### config.mk
export PLATFORM = sky130hd
export DESIGN_NAME = acrb_top
export DESIGN_NICKNAME = d
export VERILOG_FILES = /design/src/rtl/acrb_pkg.sv /design/src/rtl/acrb_pin_ctrl.sv /design/src/rtl/acrb_rate_gen.sv /design/src/rtl/acrb_top.sv
export SDC_FILE = /design/constraint.sdc
export NUM_CORES = 1
export LEC_CHECK = 0
export ABC_AREA = 0
export CORE_ASPECT_RATIO = 1.4
export CORE_UTILIZATION = 40
export DETAILED_ROUTE_END_ITERATION = 12
export DONT_BUFFER_PORTS = 1
export PLACE_DENSITY = 0.54
export SLEW_MARGIN = 20
export SYNTH_ARGS = -nofsm -noshare
export SYNTH_HDL_FRONTEND = slang
export SYNTH_SLANG_ARGS = --single-unit
### constraint.sdc
create_clock -name pclk -period 6.4 [get_ports pclk]
set_clock_uncertainty 0.15 [all_clocks]
set_input_delay 1.28 -clock pclk [delete_from_list [all_inputs] [get_ports pclk]]
set_output_delay 1.28 -clock pclk [all_outputs]
set_load 0.02 [all_outputs]
### src/rtl/acrb_pkg.sv
`default_nettype none
package acrb_pkg;
  // register word indices; the byte address is four times the index
  localparam logic [3:0] IDX_INTEG_EXC = 4'h2;
  localparam logic [3:0] IDX_ROUTING = 4'h3;
  localparam logic [3:0] IDX_PINS = 4'h4;
  // block-local control and interrupt registers
  localparam logic [3:0] IDX_RATE_MODE = 4'h1;
  localparam logic [3:0] IDX_IRQ_STATUS = 4'h8;
  localparam logic [3:0] IDX_IRQ_ENABLE = 4'h9;
  localparam logic [3:0] IDX_IRQ_CLEAR = 4'hA;
  localparam logic [3:0] IDX_CONV_COUNT = 4'hB;
  localparam logic [7:0] CFG_RESET = 8'h00;
  // register 2 fields
  localparam int RDY_BIT = 7;
  localparam int CNT_EN_BIT = 6;
  localparam int CHK_HI = 5;
  localparam int CHK_LO = 4;
  localparam int BURN_BIT = 3;
  localparam int EXC_HI = 2;
  localparam int EXC_LO = 0;
  // register 3 fields
  localparam int R1_HI = 7;
  localparam int R1_LO = 5;
  localparam int R2_HI = 4;
  localparam int R2_LO = 2;
  localparam int RSV3_BIT = 1;
  localparam int AUTO_BIT = 0;
  // register 4 fields
  localparam int RSV4_BIT = 7;
  localparam int DIR_HI = 6;
  localparam int DIR_LO = 4;
  localparam int P2SEL_BIT = 3;
  localparam int LVL_HI = 2;
  localparam int LVL_LO = 0;
  // rate/mode register fields
  localparam int RATE_HI = 7;
  localparam int RATE_LO = 5;
  localparam int TURBO_BIT = 4;
  // interrupt status bits
  localparam int IRQ_READY = 0;
  localparam int IRQ_BAD_CODE = 1;
  // clock and modulator figures
  localparam int PCLK_HZ = 100_000_000;
  localparam int MOD_NORMAL_HZ = 256_000;
  localparam int MOD_TURBO_HZ = 512_000;
  localparam int MOD_DIV_NORMAL = PCLK_HZ / MOD_NORMAL_HZ;
  localparam int MOD_DIV_TURBO = PCLK_HZ / MOD_TURBO_HZ;
  localparam logic [2:0] RATE_RESERVED = 3'h7;
  localparam logic [2:0] ROUTE_RESERVED = 3'h7;
  localparam logic [1:0] CHK_RESERVED = 2'h3;
  // integrity check selection
  typedef enum logic [1:0] {
    ACRB_CHK_OFF = 2'h0,
    ACRB_CHK_INV = 2'h1,
    ACRB_CHK_CRC = 2'h2
  } acrb_chk_t;
  // modulator cycles per result in normal mode, per rate code
  function automatic logic [15:0] acrb_ticks(input logic [2:0] code);
    case (code)
      3'h0: acrb_ticks = 16'h3200; // 20 sps
      3'h1: acrb_ticks = 16'h1639; // 45 sps
      3'h2: acrb_ticks = 16'h0B1C; // 90 sps
      3'h3: acrb_ticks = 16'h05B6; // 175 sps
      3'h4: acrb_ticks = 16'h0306; // 330 sps
      3'h5: acrb_ticks = 16'h01AB; // 600 sps
      3'h6: acrb_ticks = 16'h0100; // 1000 sps
      default: acrb_ticks = 16'h0000; // reserved
    endcase
  endfunction
  // excitation magnitude in microamps
  function automatic logic [10:0] acrb_exc_ua(input logic [2:0] code);
    case (code)
      3'h1: acrb_exc_ua = 11'h00A;
      3'h2: acrb_exc_ua = 11'h032;
      3'h3: acrb_exc_ua = 11'h064;
      3'h4: acrb_exc_ua = 11'h0FA;
      3'h5: acrb_exc_ua = 11'h1F4;
      3'h6: acrb_exc_ua = 11'h3E8;
      3'h7: acrb_exc_ua = 11'h5DC;
      default: acrb_exc_ua = 11'h000;
    endcase
  endfunction
endpackage
`default_nettype wire

### src/rtl/acrb_pin_ctrl.sv
`timescale 1ns/1ps
`default_nettype none
// general-purpose pin drivers
module acrb_pin_ctrl (
  // clock and reset
  input wire logic pclk,
  input wire logic presetn,
  // configuration
  input wire logic [2:0] dir,
  input wire logic pin2_source_select,
  input wire logic [2:0] level,
  input wire logic ready,
  // pads
  input wire logic [2:0] pin_in,
  output logic [2:0] pin_out,
  output logic [2:0] pin_oe
);
  // registered pad drive
  always_ff @(posedge pclk or negedge presetn) begin
    if (!presetn) begin
      pin_out <= 3'h0;
      pin_oe <= 3'h0;
    end else begin
      pin_oe <= dir;
      pin_out[1:0] <= level[1:0];
      pin_out[2] <= pin2_source_select ? ready : level[2];
    end
  end
endmodule
`default_nettype wire

### src/rtl/acrb_rate_gen.sv
`timescale 1ns/1ps
`default_nettype none
// modulator tick divider and result-rate counter
module acrb_rate_gen (
  // clock and reset
  input wire logic pclk,
  input wire logic presetn,
  // settings
  input wire logic turbo,
  input wire logic [2:0] rate_code,
  // outputs
  output logic result_pulse,
  output logic code_bad
);
  logic [8:0] div_reg; // modulator divider
  logic mod_tick; // one-cycle modulator enable
  logic [15:0] tick_cnt_reg; // modulator ticks toward next result
  logic [15:0] target; // ticks per result

  assign target = acrb_pkg::acrb_ticks(rate_code);
  assign code_bad = (rate_code == acrb_pkg::RATE_RESERVED);

  // divider: doubling the modulator clock doubles every rate
  always_ff @(posedge pclk or negedge presetn) begin
    if (!presetn) begin
      div_reg <= 9'h000;
    end else if (div_reg == 9'((turbo ? acrb_pkg::MOD_DIV_TURBO : acrb_pkg::MOD_DIV_NORMAL) - 1)) begin
      div_reg <= 9'h000;
    end else begin
      div_reg <= div_reg + 9'h001;
    end
  end
  assign mod_tick = (div_reg == 9'h000);

  // result counter, stalled on the reserved rate code
  always_ff @(posedge pclk or negedge presetn) begin
    if (!presetn) begin
      tick_cnt_reg <= 16'h0000;
      result_pulse <= 1'b0;
    end else begin
      result_pulse <= 1'b0;
      if (code_bad) begin
        tick_cnt_reg <= 16'h0000;
      end else if (mod_tick) begin
        if (tick_cnt_reg >= target - 16'h0001) begin
          tick_cnt_reg <= 16'h0000;
          result_pulse <= 1'b1;
        end else begin
          tick_cnt_reg <= tick_cnt_reg + 16'h0001;
        end
      end
    end
  end
endmodule
`default_nettype wire

### src/rtl/acrb_top.sv
`timescale 1ns/1ps
`default_nettype none
// Overview of operation
// - rate code picks one of seven rates
// - mode bit doubles modulator clock
// - ready flag sets on result, clears on read
// - bit 6 enables the conversion data counter
// - bits 5:4 choose integrity check
// - bit 3 switches burn-out sources
// - bits 2:0 set common excitation current
// - bits 7:5 route excitation source one
// - bits 4:2 route source two, same code
// - bit 0 selects automatic result output
// - register 4 bits 6:4 set pin direction
// - bit 3 drives pin 2 from ready when bit 6 sets pin 2 as an output
// - level bits drive or capture pins
// - registers at 02h-04h, reset 00h
module acrb_top (
  // apb clock and reset
  input wire logic pclk,
  input wire logic presetn,
  // apb slave
  input wire logic psel,
  input wire logic penable,
  input wire logic pwrite,
  input wire logic [5:0] paddr,
  input wire logic [31:0] pwdata,
  input wire logic [3:0] pstrb,
  output logic [31:0] prdata,
  output logic pready,
  output logic pslverr,
  // conversion side
  input wire logic result_read,
  // analog controls
  output logic [1:0] integrity_mode,
  output logic burnout_source_enable,
  output logic [10:0] excitation_current_ua,
  output logic [2:0] source1_routing,
  output logic [2:0] source2_routing,
  output logic auto_output,
  output logic turbo_mode,
  // general pins
  input wire logic [2:0] pin_in,
  output logic [2:0] pin_out,
  output logic [2:0] pin_oe,
  // interrupt
  output logic irq
);
  logic [7:0] integ_reg; // register 2 writable fields
  logic [7:0] route_reg; // register 3
  logic [7:0] pins_reg; // register 4
  logic [7:0] rate_reg; // rate and mode
  logic result_ready_flag; // ready flag
  logic [15:0] conv_count_reg; // conversion data counter
  logic [1:0] irq_status_reg; // sticky events
  logic [1:0] irq_enable_reg; // event enables
  logic [2:0] pin_sync_reg; // sampled pin inputs
  logic result_pulse; // new result this cycle
  logic code_bad; // reserved rate selected
  logic code_bad_d_reg; // edge detect for reserved rate
  logic access; // apb access phase
  logic wr_en; // write strobe with low byte lane
  logic rd_en; // read strobe
  logic [3:0] idx; // word index
  logic addr_ok; // mapped word
  logic [7:0] wbyte; // low write byte
  logic [7:0] rd_mux; // read value
  logic wr_integ; // register 2 write hit
  logic wr_route; // register 3 write hit
  logic wr_pins; // register 4 write hit
  logic wr_rate; // rate and mode write hit
  logic wr_irq_en; // interrupt enable write hit
  logic wr_irq_clr; // interrupt clear write hit

  // one completed write to the word at sel
  // the strobe already carries access phase, lane and alignment
  // and pready marks the single edge at which the write lands
  function automatic logic write_hit(input logic strobe, input logic [3:0] at,
    input logic [3:0] sel);
    write_hit = strobe && (at == sel);
  endfunction

  // routing code as applied to a source
  // reserved 111 leaves the source disconnected, so a stray code
  // can never steer excitation current onto an unknown node
  function automatic logic [2:0] route_code(input logic [2:0] code);
    if (code == acrb_pkg::ROUTE_RESERVED) begin
      route_code = 3'h0; // reserved: source off
    end else begin
      route_code = code; // off, analog inputs or references
    end
  endfunction

  // apb decode: access phase, word index and the low write lane
  // only byte lane 0 carries data, the upper lanes are ignored
  // misaligned addresses never produce a write strobe
  assign access = psel && penable;
  assign idx = paddr[5:2];
  assign wbyte = pwdata[7:0];
  assign wr_en = access && pwrite && pstrb[0] && addr_ok && (paddr[1:0] == 2'h0);
  // read data is captured in the setup cycle, ahead of the access edge
  assign rd_en = psel && !penable && !pwrite;

  // per-register write strobes, all taken at the access edge
  assign wr_integ = write_hit(wr_en && pready, idx, acrb_pkg::IDX_INTEG_EXC);
  assign wr_route = write_hit(wr_en && pready, idx, acrb_pkg::IDX_ROUTING);
  assign wr_pins = write_hit(wr_en && pready, idx, acrb_pkg::IDX_PINS);
  assign wr_rate = write_hit(wr_en && pready, idx, acrb_pkg::IDX_RATE_MODE);
  assign wr_irq_en = write_hit(wr_en && pready, idx, acrb_pkg::IDX_IRQ_ENABLE);
  assign wr_irq_clr = write_hit(wr_en && pready, idx, acrb_pkg::IDX_IRQ_CLEAR);

  // address decode for mapped words
  // unmapped words answer with an error and leave every register alone
  always_comb begin
    case (idx)
      acrb_pkg::IDX_RATE_MODE, acrb_pkg::IDX_INTEG_EXC, acrb_pkg::IDX_ROUTING,
      acrb_pkg::IDX_PINS, acrb_pkg::IDX_IRQ_STATUS, acrb_pkg::IDX_IRQ_ENABLE,
      acrb_pkg::IDX_IRQ_CLEAR, acrb_pkg::IDX_CONV_COUNT: begin
        addr_ok = 1'b1;
      end
      default: begin
        addr_ok = 1'b0;
      end
    endcase
  end

  // read value mux
  // write-only clear word and unmapped words read as zero
  // the ready flag is merged in live, never stored in register 2
  always_comb begin
    case (idx)
      acrb_pkg::IDX_RATE_MODE: rd_mux = rate_reg;
      acrb_pkg::IDX_INTEG_EXC: rd_mux = {result_ready_flag, integ_reg[6:0]};
      acrb_pkg::IDX_ROUTING: rd_mux = route_reg;
      acrb_pkg::IDX_PINS: rd_mux = pins_reg;
      acrb_pkg::IDX_IRQ_STATUS: rd_mux = {6'h00, irq_status_reg};
      acrb_pkg::IDX_IRQ_ENABLE: rd_mux = {6'h00, irq_enable_reg};
      acrb_pkg::IDX_CONV_COUNT: rd_mux = conv_count_reg[7:0];
      default: rd_mux = 8'h00;
    endcase
  end

  // apb answer: one wait-free access phase, error on unmapped
  // ready is raised from the setup cycle so it stands in the first
  // access cycle; a master that stretches its access sees it only once
  // read data is registered to keep every output straight from a flop
  always_ff @(posedge pclk or negedge presetn) begin
    if (!presetn) begin
      prdata <= 32'h0000_0000;
      pready <= 1'b0;
      pslverr <= 1'b0;
    end else begin
      pready <= psel && !penable;
      pslverr <= psel && !penable && !(addr_ok && (paddr[1:0] == 2'h0));
      if (rd_en) begin
        prdata <= (idx == acrb_pkg::IDX_CONV_COUNT) ? {16'h0000, conv_count_reg}
                                                    : {24'h000000, rd_mux};
      end
    end
  end

  // register 2 writable fields, ready bit kept out
  // bit 7 is stored as zero and replaced by the live flag on reads
  // so a host write can never fake or drop a pending result
  always_ff @(posedge pclk or negedge presetn) begin
    if (!presetn) begin
      integ_reg <= acrb_pkg::CFG_RESET;
    end else if (wr_integ) begin
      integ_reg <= {1'b0, wbyte[6:0]};
    end
  end

  // register 3, reserved bit forced low
  // bit 1 is stored as zero whatever the host writes
  // routing codes are stored raw, the reserved code is handled on output
  always_ff @(posedge pclk or negedge presetn) begin
    if (!presetn) begin
      route_reg <= acrb_pkg::CFG_RESET;
    end else if (wr_route) begin
      route_reg <= wbyte & 8'hFD;
    end
  end

  // register 4: outputs keep written level, inputs capture pins
  // the direction written in the same access decides whether the
  // written level is kept or replaced by the pad
  always_ff @(posedge pclk or negedge presetn) begin
    if (!presetn) begin
      pins_reg <= acrb_pkg::CFG_RESET;
    end else begin
      if (wr_pins) begin
        pins_reg[6:3] <= wbyte[6:3];
        pins_reg[7] <= 1'b0;
      end
      for (int i = 0; i < 3; i++) begin
        if (wr_pins) begin
          // new output keeps the written level, new input samples the pad
          pins_reg[i] <= wbyte[acrb_pkg::DIR_LO + i] ? wbyte[i] : pin_sync_reg[i];
        end else if (!pins_reg[acrb_pkg::DIR_LO + i]) begin
          pins_reg[i] <= pin_sync_reg[i];
        end
      end
    end
  end

  // pin sampling register
  // pad inputs are synchronous already; one stage matches the read path
  always_ff @(posedge pclk or negedge presetn) begin
    if (!presetn) begin
      pin_sync_reg <= 3'h0;
    end else begin
      pin_sync_reg <= pin_in;
    end
  end

  // rate and mode register
  // bits 7:5 rate code, bit 4 turbo; the low nibble is not stored
  // a rate change keeps the running count unless the new code is the reserved one, which clears it; the new target applies at once
  always_ff @(posedge pclk or negedge presetn) begin
    if (!presetn) begin
      rate_reg <= acrb_pkg::CFG_RESET;
    end else if (wr_rate) begin
      rate_reg <= wbyte & 8'hF0;
    end
  end

  // ready flag: a new result wins over a simultaneous read
  // losing a result to a read in the same cycle would hide it from
  // the host until the next one, so the set side has priority
  always_ff @(posedge pclk or negedge presetn) begin
    if (!presetn) begin
      result_ready_flag <= 1'b0;
    end else if (result_pulse) begin
      result_ready_flag <= 1'b1;
    end else if (result_read) begin
      result_ready_flag <= 1'b0;
    end
  end

  // conversion data counter
  // counts results only while enabled and keeps its value when
  // disabled; it wraps silently after 16 bits
  // the bus shows all 16 bits in the low half of the word
  always_ff @(posedge pclk or negedge presetn) begin
    if (!presetn) begin
      conv_count_reg <= 16'h0000;
    end else if (result_pulse && integ_reg[acrb_pkg::CNT_EN_BIT]) begin
      conv_count_reg <= conv_count_reg + 16'h0001;
    end
  end

  // interrupt enable register
  // same layout as the status word: bit 0 result, bit 1 reserved rate
  always_ff @(posedge pclk or negedge presetn) begin
    if (!presetn) begin
      irq_enable_reg <= 2'h0;
    end else if (wr_irq_en) begin
      irq_enable_reg <= wbyte[1:0];
    end
  end

  // sticky status: set beats clear
  // bit 0 flags every new result, bit 1 the step onto the reserved rate
  // a clear that meets a new event in one cycle leaves the bit set
  // the edge detector resets low, matching the idle decode after reset
  always_ff @(posedge pclk or negedge presetn) begin
    if (!presetn) begin
      irq_status_reg <= 2'h0;
      code_bad_d_reg <= 1'b0;
    end else begin
      code_bad_d_reg <= code_bad;
      for (int i = 0; i < 2; i++) begin
        if (wr_irq_clr && wbyte[i]) begin
          irq_status_reg[i] <= 1'b0;
        end
      end
      if (result_pulse) begin
        irq_status_reg[acrb_pkg::IRQ_READY] <= 1'b1;
      end
      if (code_bad && !code_bad_d_reg) begin
        irq_status_reg[acrb_pkg::IRQ_BAD_CODE] <= 1'b1;
      end
    end
  end

  // registered control outputs
  // every control output is a flop loaded from its decoded register field, so the
  // analog side never sees decode glitches
  always_ff @(posedge pclk or negedge presetn) begin
    if (!presetn) begin
      integrity_mode <= 2'h0;
      burnout_source_enable <= 1'b0;
      excitation_current_ua <= 11'h000;
      source1_routing <= 3'h0;
      source2_routing <= 3'h0;
      auto_output <= 1'b0;
      turbo_mode <= 1'b0;
      irq <= 1'b0;
    end else begin
      // reserved check code behaves as disabled
      integrity_mode <= (integ_reg[5:4] == acrb_pkg::CHK_RESERVED) ? 2'(acrb_pkg::ACRB_CHK_OFF)
                                                                 : integ_reg[5:4];
      burnout_source_enable <= integ_reg[acrb_pkg::BURN_BIT];
      excitation_current_ua <= acrb_pkg::acrb_exc_ua(integ_reg[2:0]);
      // reserved routing code leaves the source disconnected
      // both sources share one magnitude but route independently
      source1_routing <= route_code(route_reg[7:5]);
      source2_routing <= route_code(route_reg[4:2]);
      auto_output <= route_reg[acrb_pkg::AUTO_BIT];
      turbo_mode <= rate_reg[acrb_pkg::TURBO_BIT];
      irq <= |(irq_status_reg & irq_enable_reg);
    end
  end

  // result timing
  // one result pulse per rate period; the reserved code stalls it
  // turbo halves the modulator divider, doubling every rate
  acrb_rate_gen u_rate (
    .pclk(pclk),
    .presetn(presetn),
    .turbo(rate_reg[acrb_pkg::TURBO_BIT]),
    .rate_code(rate_reg[7:5]),
    .result_pulse(result_pulse),
    .code_bad(code_bad)
  );

  // pad drivers
  // pad enables follow the direction bits one cycle after a write
  // pin 2 may carry the live ready flag instead of its level bit
  acrb_pin_ctrl u_pins (
    .pclk(pclk),
    .presetn(presetn),
    .dir(pins_reg[6:4]),
    .pin2_source_select(pins_reg[acrb_pkg::P2SEL_BIT]),
    .level(pins_reg[2:0]),
    .ready(result_ready_flag),
    .pin_in(pin_in),
    .pin_out(pin_out),
    .pin_oe(pin_oe)
  );
endmodule
`default_nettype wire

# == Yosys cells after proc, flatten, opt, wreduce, memory -nomap -nowiden ==
# Memories as Yosys holds them, arrays and structs flattened.
# Index checks and enable logic that the tools add are counted.
# word_totals
register_bits,139
latchBits,0
ram_bits,0
romBits,16
in_bits,51
out_inout_bits,63
wordCells,130
n_memories,1
# classes
addsub,5
multipliers,0
div,0
order_cmp,1
n_eq_ne,29
shift,0
n_mux,31
bitwise_logic,1
n_reduce_logical,32
# mem_list
memory,depth,word_bits,read_ports,rd_ports_with_merged_regs,wr,line,rtl
(no name shown),16,1,1,0,0,acrb_top.sv:115,case (idx)
# ops
operator,n
14-bit one-hot mux with 7 select lines,1
11-bit one-hot mux with 7 select lines,1
16-bit 2-to-1 mux,4
8-bit one-hot mux with 6 select lines,1
16-bit by 1-bit adder with 16-bit output (second input constant),2
3-bit equality test (second input constant),10
1-bit logical AND,20
1-bit 2-to-1 mux,19
9-bit 2-to-1 mux,2
4-bit equality test (second input constant),4
16-bit greater-or-equal comparator,1
14-bit by 1-bit subtractor with 15-bit output (second input constant),1
3-bit by 2-bit equality test with 1-bit output (second input constant),4
9-bit by 1-bit adder with 9-bit output (second input constant),1
9-bit equality test,1
9-bit logical NOT,1
9-bit by 2-bit subtractor with 9-bit output (second input constant),1
4-bit by 2-bit equality test with 1-bit output (second input constant),2
2-bit nonzero test,4
3-bit by 1-bit equality test with 1-bit output (second input constant),2
3-bit 2-to-1 mux,2
2-bit by 1-bit inequality test with 1-bit output (second input constant),3
4-bit by 1-bit equality test with 1-bit output (second input constant),1
4-bit by 3-bit equality test with 1-bit output (second input constant),1
7 further kinds,10

# == Logic depth before layout (Yosys ltp) ==
# logic_depth
word_depth,10
ltp_mapped,13
mapped_depth_nobuf,11

# == Hierarchy ==
# Synthesis repeated with hierarchy kept, for this count alone.
# unflattened
hier_cells,534
hier_area_um2,6034.5
# by_module_without_submodules
mod,instances,cells_each,area_per_inst_um2,seq_area_each_um2
acrb_top,1,318,3903.7,2252.2
acrb_rate_gen,1,209,1965.6,650.6
acrb_pin_ctrl,1,7,165.2,150.1

# == Worst setup path after synthesis ==
# No wires, ideal clock.
# synth_timing
path_kind,register -> register
startpoint,register rate_reg[6]
endpoint,register u_rate.tick_cnt_reg[12]
setup_ps,79
t_arrival_ps,2720
required_ps,6171
slack_ps,3451
stages_incl_launch_ff,13
n_path_buf,1
period_less_slack_ps,2949
path_cell_list,dfrtp_1 clkbuf_1 inv_1 or3_1 o21ai_0 nor2_1 ha_1 a21o_1 a221o_1 nand2_1 nand2_1 or4_1 mux2i_1
# synth_via
elab_chain_len,7
elab_cells_between_ends,15
classes_between,1 x add/sub; 1 x order compare; 7 x eq/ne; 4 x mux; 2 x reduce/logical
# synth_rtl
element,line,rtl
"start, declared",acrb_top.sv:52,logic [7:0] rate_reg;
"start signal, assigned",acrb_top.sv:221,rate_reg <= acrb_pkg::CFG_RESET;
"start signal, assigned",acrb_top.sv:223,rate_reg <= wbyte & 8'hF0;
3-bit equality test (tied with other cells),acrb_pkg.sv:60,case (code)
14-bit one-hot mux with 7 select lines,acrb_pkg.sv:60,
14-bit by 1-bit subtractor with 15-bit output,acrb_rate_gen.sv:45,if (tick_cnt_reg >= target - 16'h0001) begin
16-bit greater-or-equal comparator,acrb_rate_gen.sv:45,
16-bit 2-to-1 mux,acrb_rate_gen.sv:45,
16-bit 2-to-1 mux,acrb_rate_gen.sv:44,end else if (mod_tick) begin
16-bit 2-to-1 mux,acrb_rate_gen.sv:42,if (code_bad) begin
"end signal, assigned",acrb_rate_gen.sv:49,tick_cnt_reg <= tick_cnt_reg + 16'h0001;
"end, declared",acrb_rate_gen.sv:17,logic [15:0] tick_cnt_reg;
# Parallel ways exist; a longest one is shown, timed or not. The select of a mux whose other input is x is not followed.
# A chain may end at the register's enable or synchronous reset.

# == Worst setup path in the final report ==
# layout_timing
startpoint,register rate_reg[5]
endpoint,register u_rate.tick_cnt_reg[5]
# The elaborated chain is that of the path after synthesis.

==> flow_summary.toml <==
[clock_network]
numClockSinks = 122
cts_tree = "yes"
htreeDepth = 4
clockBufferDepth = 2
cts-resized-gates = 0
post_cts_buffers = 0
cts_hold_buf = 0
path_clk_slew_ns = 0.06
cts-root-buf = "clkbuf_16"
cts_buffers = 17
clk_latency_ns = 0.41

[detailed_routing]
drt-total-wl_mm = 12.8
drc = 0
ant_nets = 0
wl_per_cell_um = 17.8
num_vias = 3899
post_drt_via_cell_ratio = 5.42
drtIter0Drc = 157
firstDrtPassIters = 4

[logic_synthesis]
synth_cell_types = 56
synth-seq-cells = 122
async_flop_share = 1.00
yosys.area.top_type_share = 0.523
synth_edf_count = 0
synth_top_area_cell = "dfrtp_1"
synth_warnings = 0
seq_area_frac_synth = 0.523
synth_area_leaders = "dfrtp_1 52%, ha_1 4.3%, mux2_4 3.3%"
avgSynthCellArea_sq_um = 11.1
postSynthCellCount = 524
synth_area_sq_um = 5840
ys.flop_type = "dfrtp_1"

[worst_setup_path]
critical_path_class = "reg -> reg"
cp_slowest_cell = "o21ai_1"
worstReg2RegStart = "rate_reg[5]"
crit_chain = "and3_1, inv_1, ha_1, and4_1, nand4_1, a311o_1, and4_1, o21ai_1, nor2_1"
worst_r2r_path_depth = 9
path_delay_family = "simple AND/OR/NAND/NOR gates"
crit_top_cell = "and4_1"
critPathMaxFanout = 13
rrSetupSlack_ns = 2.93
crit_buf_inv = 1
cp.required_ns = 6.51
end_kind = "flip-flop"
reg2reg_to = "u_rate.tick_cnt_reg[5]"
max_stage_delay_ns = 0.68
cp.arrival_ns = 3.58
start_kind = "flip-flop"

[die]
ios = 114
die-area_sq_um = 15100
fp.dieW_um = 104
rows = 51
start_util = 0.414
dieHeight_um = 145
core_sq_um = 14100

[timing]
slew_headroom = 0.300
rsz0062_at_grt = "false"
period_minus_slack_ns = 3.47
finalMaxSlewViolations = 0
hold_viol = 0
fin_crit_sh = 0.542
finalSetupViolCount = 0
max_freq_mhz = 288
fin_setup_tns_ns = 0
max_slew.worst_pin.slew_ns = 1.04

[pwr]
seq_power_share = 0.436
leakagePower_nw = 3.02
peakVddDrop_v = 0.000122
intPower_mw = 1.41
switching_share = 0.220
power.switching_mw = 0.397
power_mw = 1.80
p_comb_frac = 0.016
power_density_nw_per_um2 = 277
p_clk_frac = 0.548

[placement]
place_area_sq_um = 5900
place_congestion = 0.828
dpl.hpwl_mm = 9.37
io_buffers = 0

[worst_hold_path]
hold_end = "u_pins.pin_oe[0]"
hold_depth = 0
hp-start = "pins_reg[4]"
hold_path_class = "reg -> reg"

[flow_run]
maxCapViolations = 0

[global_routing]
grt_pass1_vias = 4006
grt_first_pass_wirelength_mm = 21.2
grt_max_degree = 123
track_usage = 0.182
antenna_found_initial = 0
grt-ovfl-total = 0

[layout]
nNetsFinal = 592
syn2layout_area_growth_pct = 11.6
drive_gt1_frac = 0.122
diodes = 0
final_area_sq_um = 6520

[run_status]
outcome = "finished, final reports clean"
per-stage QoR:
stage | instances | setup slack (ns) | hold WS, ns | util
detailed placement | 687 | 2.81 | 0.257 | 0.418
finish | 719 | 2.93 | 0.255 | 0.462
global placement | 687 | 2.87 | 0.250 | 0.418
global route | 719 | 2.62 | 0.266 | 0.462
floorplan | 540 | 3.45 | 0.224 | -
CTS | 719 | 2.92 | 0.262 | 0.462
final cells by class:
class | instances | area [sq um]
clock buffers | 17 | 425
fillers | 1308 | 7590
inverters | 11 | 41.3
flip-flops and latches | 122 | 3050
clock inverters | 15 | 191
multi-input cells | 369 | 2570
well taps | 185 | 231
power by group through the flow:
| stage | logic [mW] | registers [mW] | clock network, mW |
|---|---|---|---|
| after global placement | 0.0292 | 0.801 | 0 |
| after detailed placement | 0.0295 | 0.801 | 0 |
| after floorplan | 0.0379 | 0.799 | 0 |
| after global routing | 0.0329 | 0.787 | 1.04 |
| after CTS | 0.0295 | 0.787 | 1.01 |
| final | 0.0296 | 0.787 | 0.989 |
layer usage:
layer  wire length [um]  vias up  share of wire  GRT usage
met4                310        0          0.024     0.0857
li1                   -     1830              -          -
met5                  0        -              0          0
met3                506       18          0.040     0.0454
met2               7120       75           0.56      0.329
met1               4880     1976           0.38      0.197
Yosys cell counts (9+ instances only):
master and count:
xnor2_1 18, buf_4 18, nor2b_1 10, nand2b_1 10, nand4_1 13, mux2_4 13, o21ai_0 18, and3_1 12
nor2_1 41, xor2_1 19, nand2_1 49, a22oi_1 9, nand3_1 19, inv_1 11, ha_1 20, nor3_1 9
dfrtp_1 122, a22o_1 14, clkbuf_1 12, mux2_2 10
logic make-up after synthesis:
group,synth area share
multiplexers,0.0561
flip-flops,0.523
AO/OA/AOI/OAI,0.105
AND/OR/NAND/NOR,0.170
other,0.000642
adder cells (fa/ha/maj),0.0428
buffers and inverters,0.0469
XOR/XNOR,0.0555
cells in the final DEF, fill, tap and decap left out, types with 5 or more instances in the layout:
| cell type | n |
|---|---|
| and4_1 | 5 |
| nor2_1 | 41 |
| nor2b_1 | 10 |
| xor2_1 | 19 |
| inv_1 | 11 |
| nand2_1 | 49 |
| nand2b_1 | 10 |
| dfrtp_1 | 122 |
| o22a_1 | 5 |
| mux2_2 | 10 |
| a22oi_1 | 9 |
| clkbuf_16 | 17 |
| nor3_1 | 9 |
| nand3_1 | 19 |
| nand4_1 | 13 |
| clkinv_4 | 5 |
| conb_1 | 17 |
| and3_1 | 12 |
| a21oi_1 | 7 |
| a21boi_0 | 6 |
| ha_1 | 20 |
| o21ai_0 | 18 |
| mux2_4 | 13 |
| a22o_1 | 14 |
| xnor2_1 | 18 |
how the worst max path moves through the flow:
stage | startpoint | to | slack [ns] | cells past startpoint
floorplan | rate_reg[6] | u_rate.tick_cnt_reg[12] | 3.45 | 12
global placement | psel | prdata[7] | 2.87 | 5
detailed placement | psel | prdata[7] | 2.81 | 5
CTS | rate_reg[5] | u_rate.tick_cnt_reg[5] | 2.92 | 9
global route | rate_reg[5] | u_rate.tick_cnt_reg[2] | 2.62 | 9
finish | rate_reg[5] | u_rate.tick_cnt_reg[5] | 2.93 | 9
Note: power is estimated with default switching activity, not from simulation.
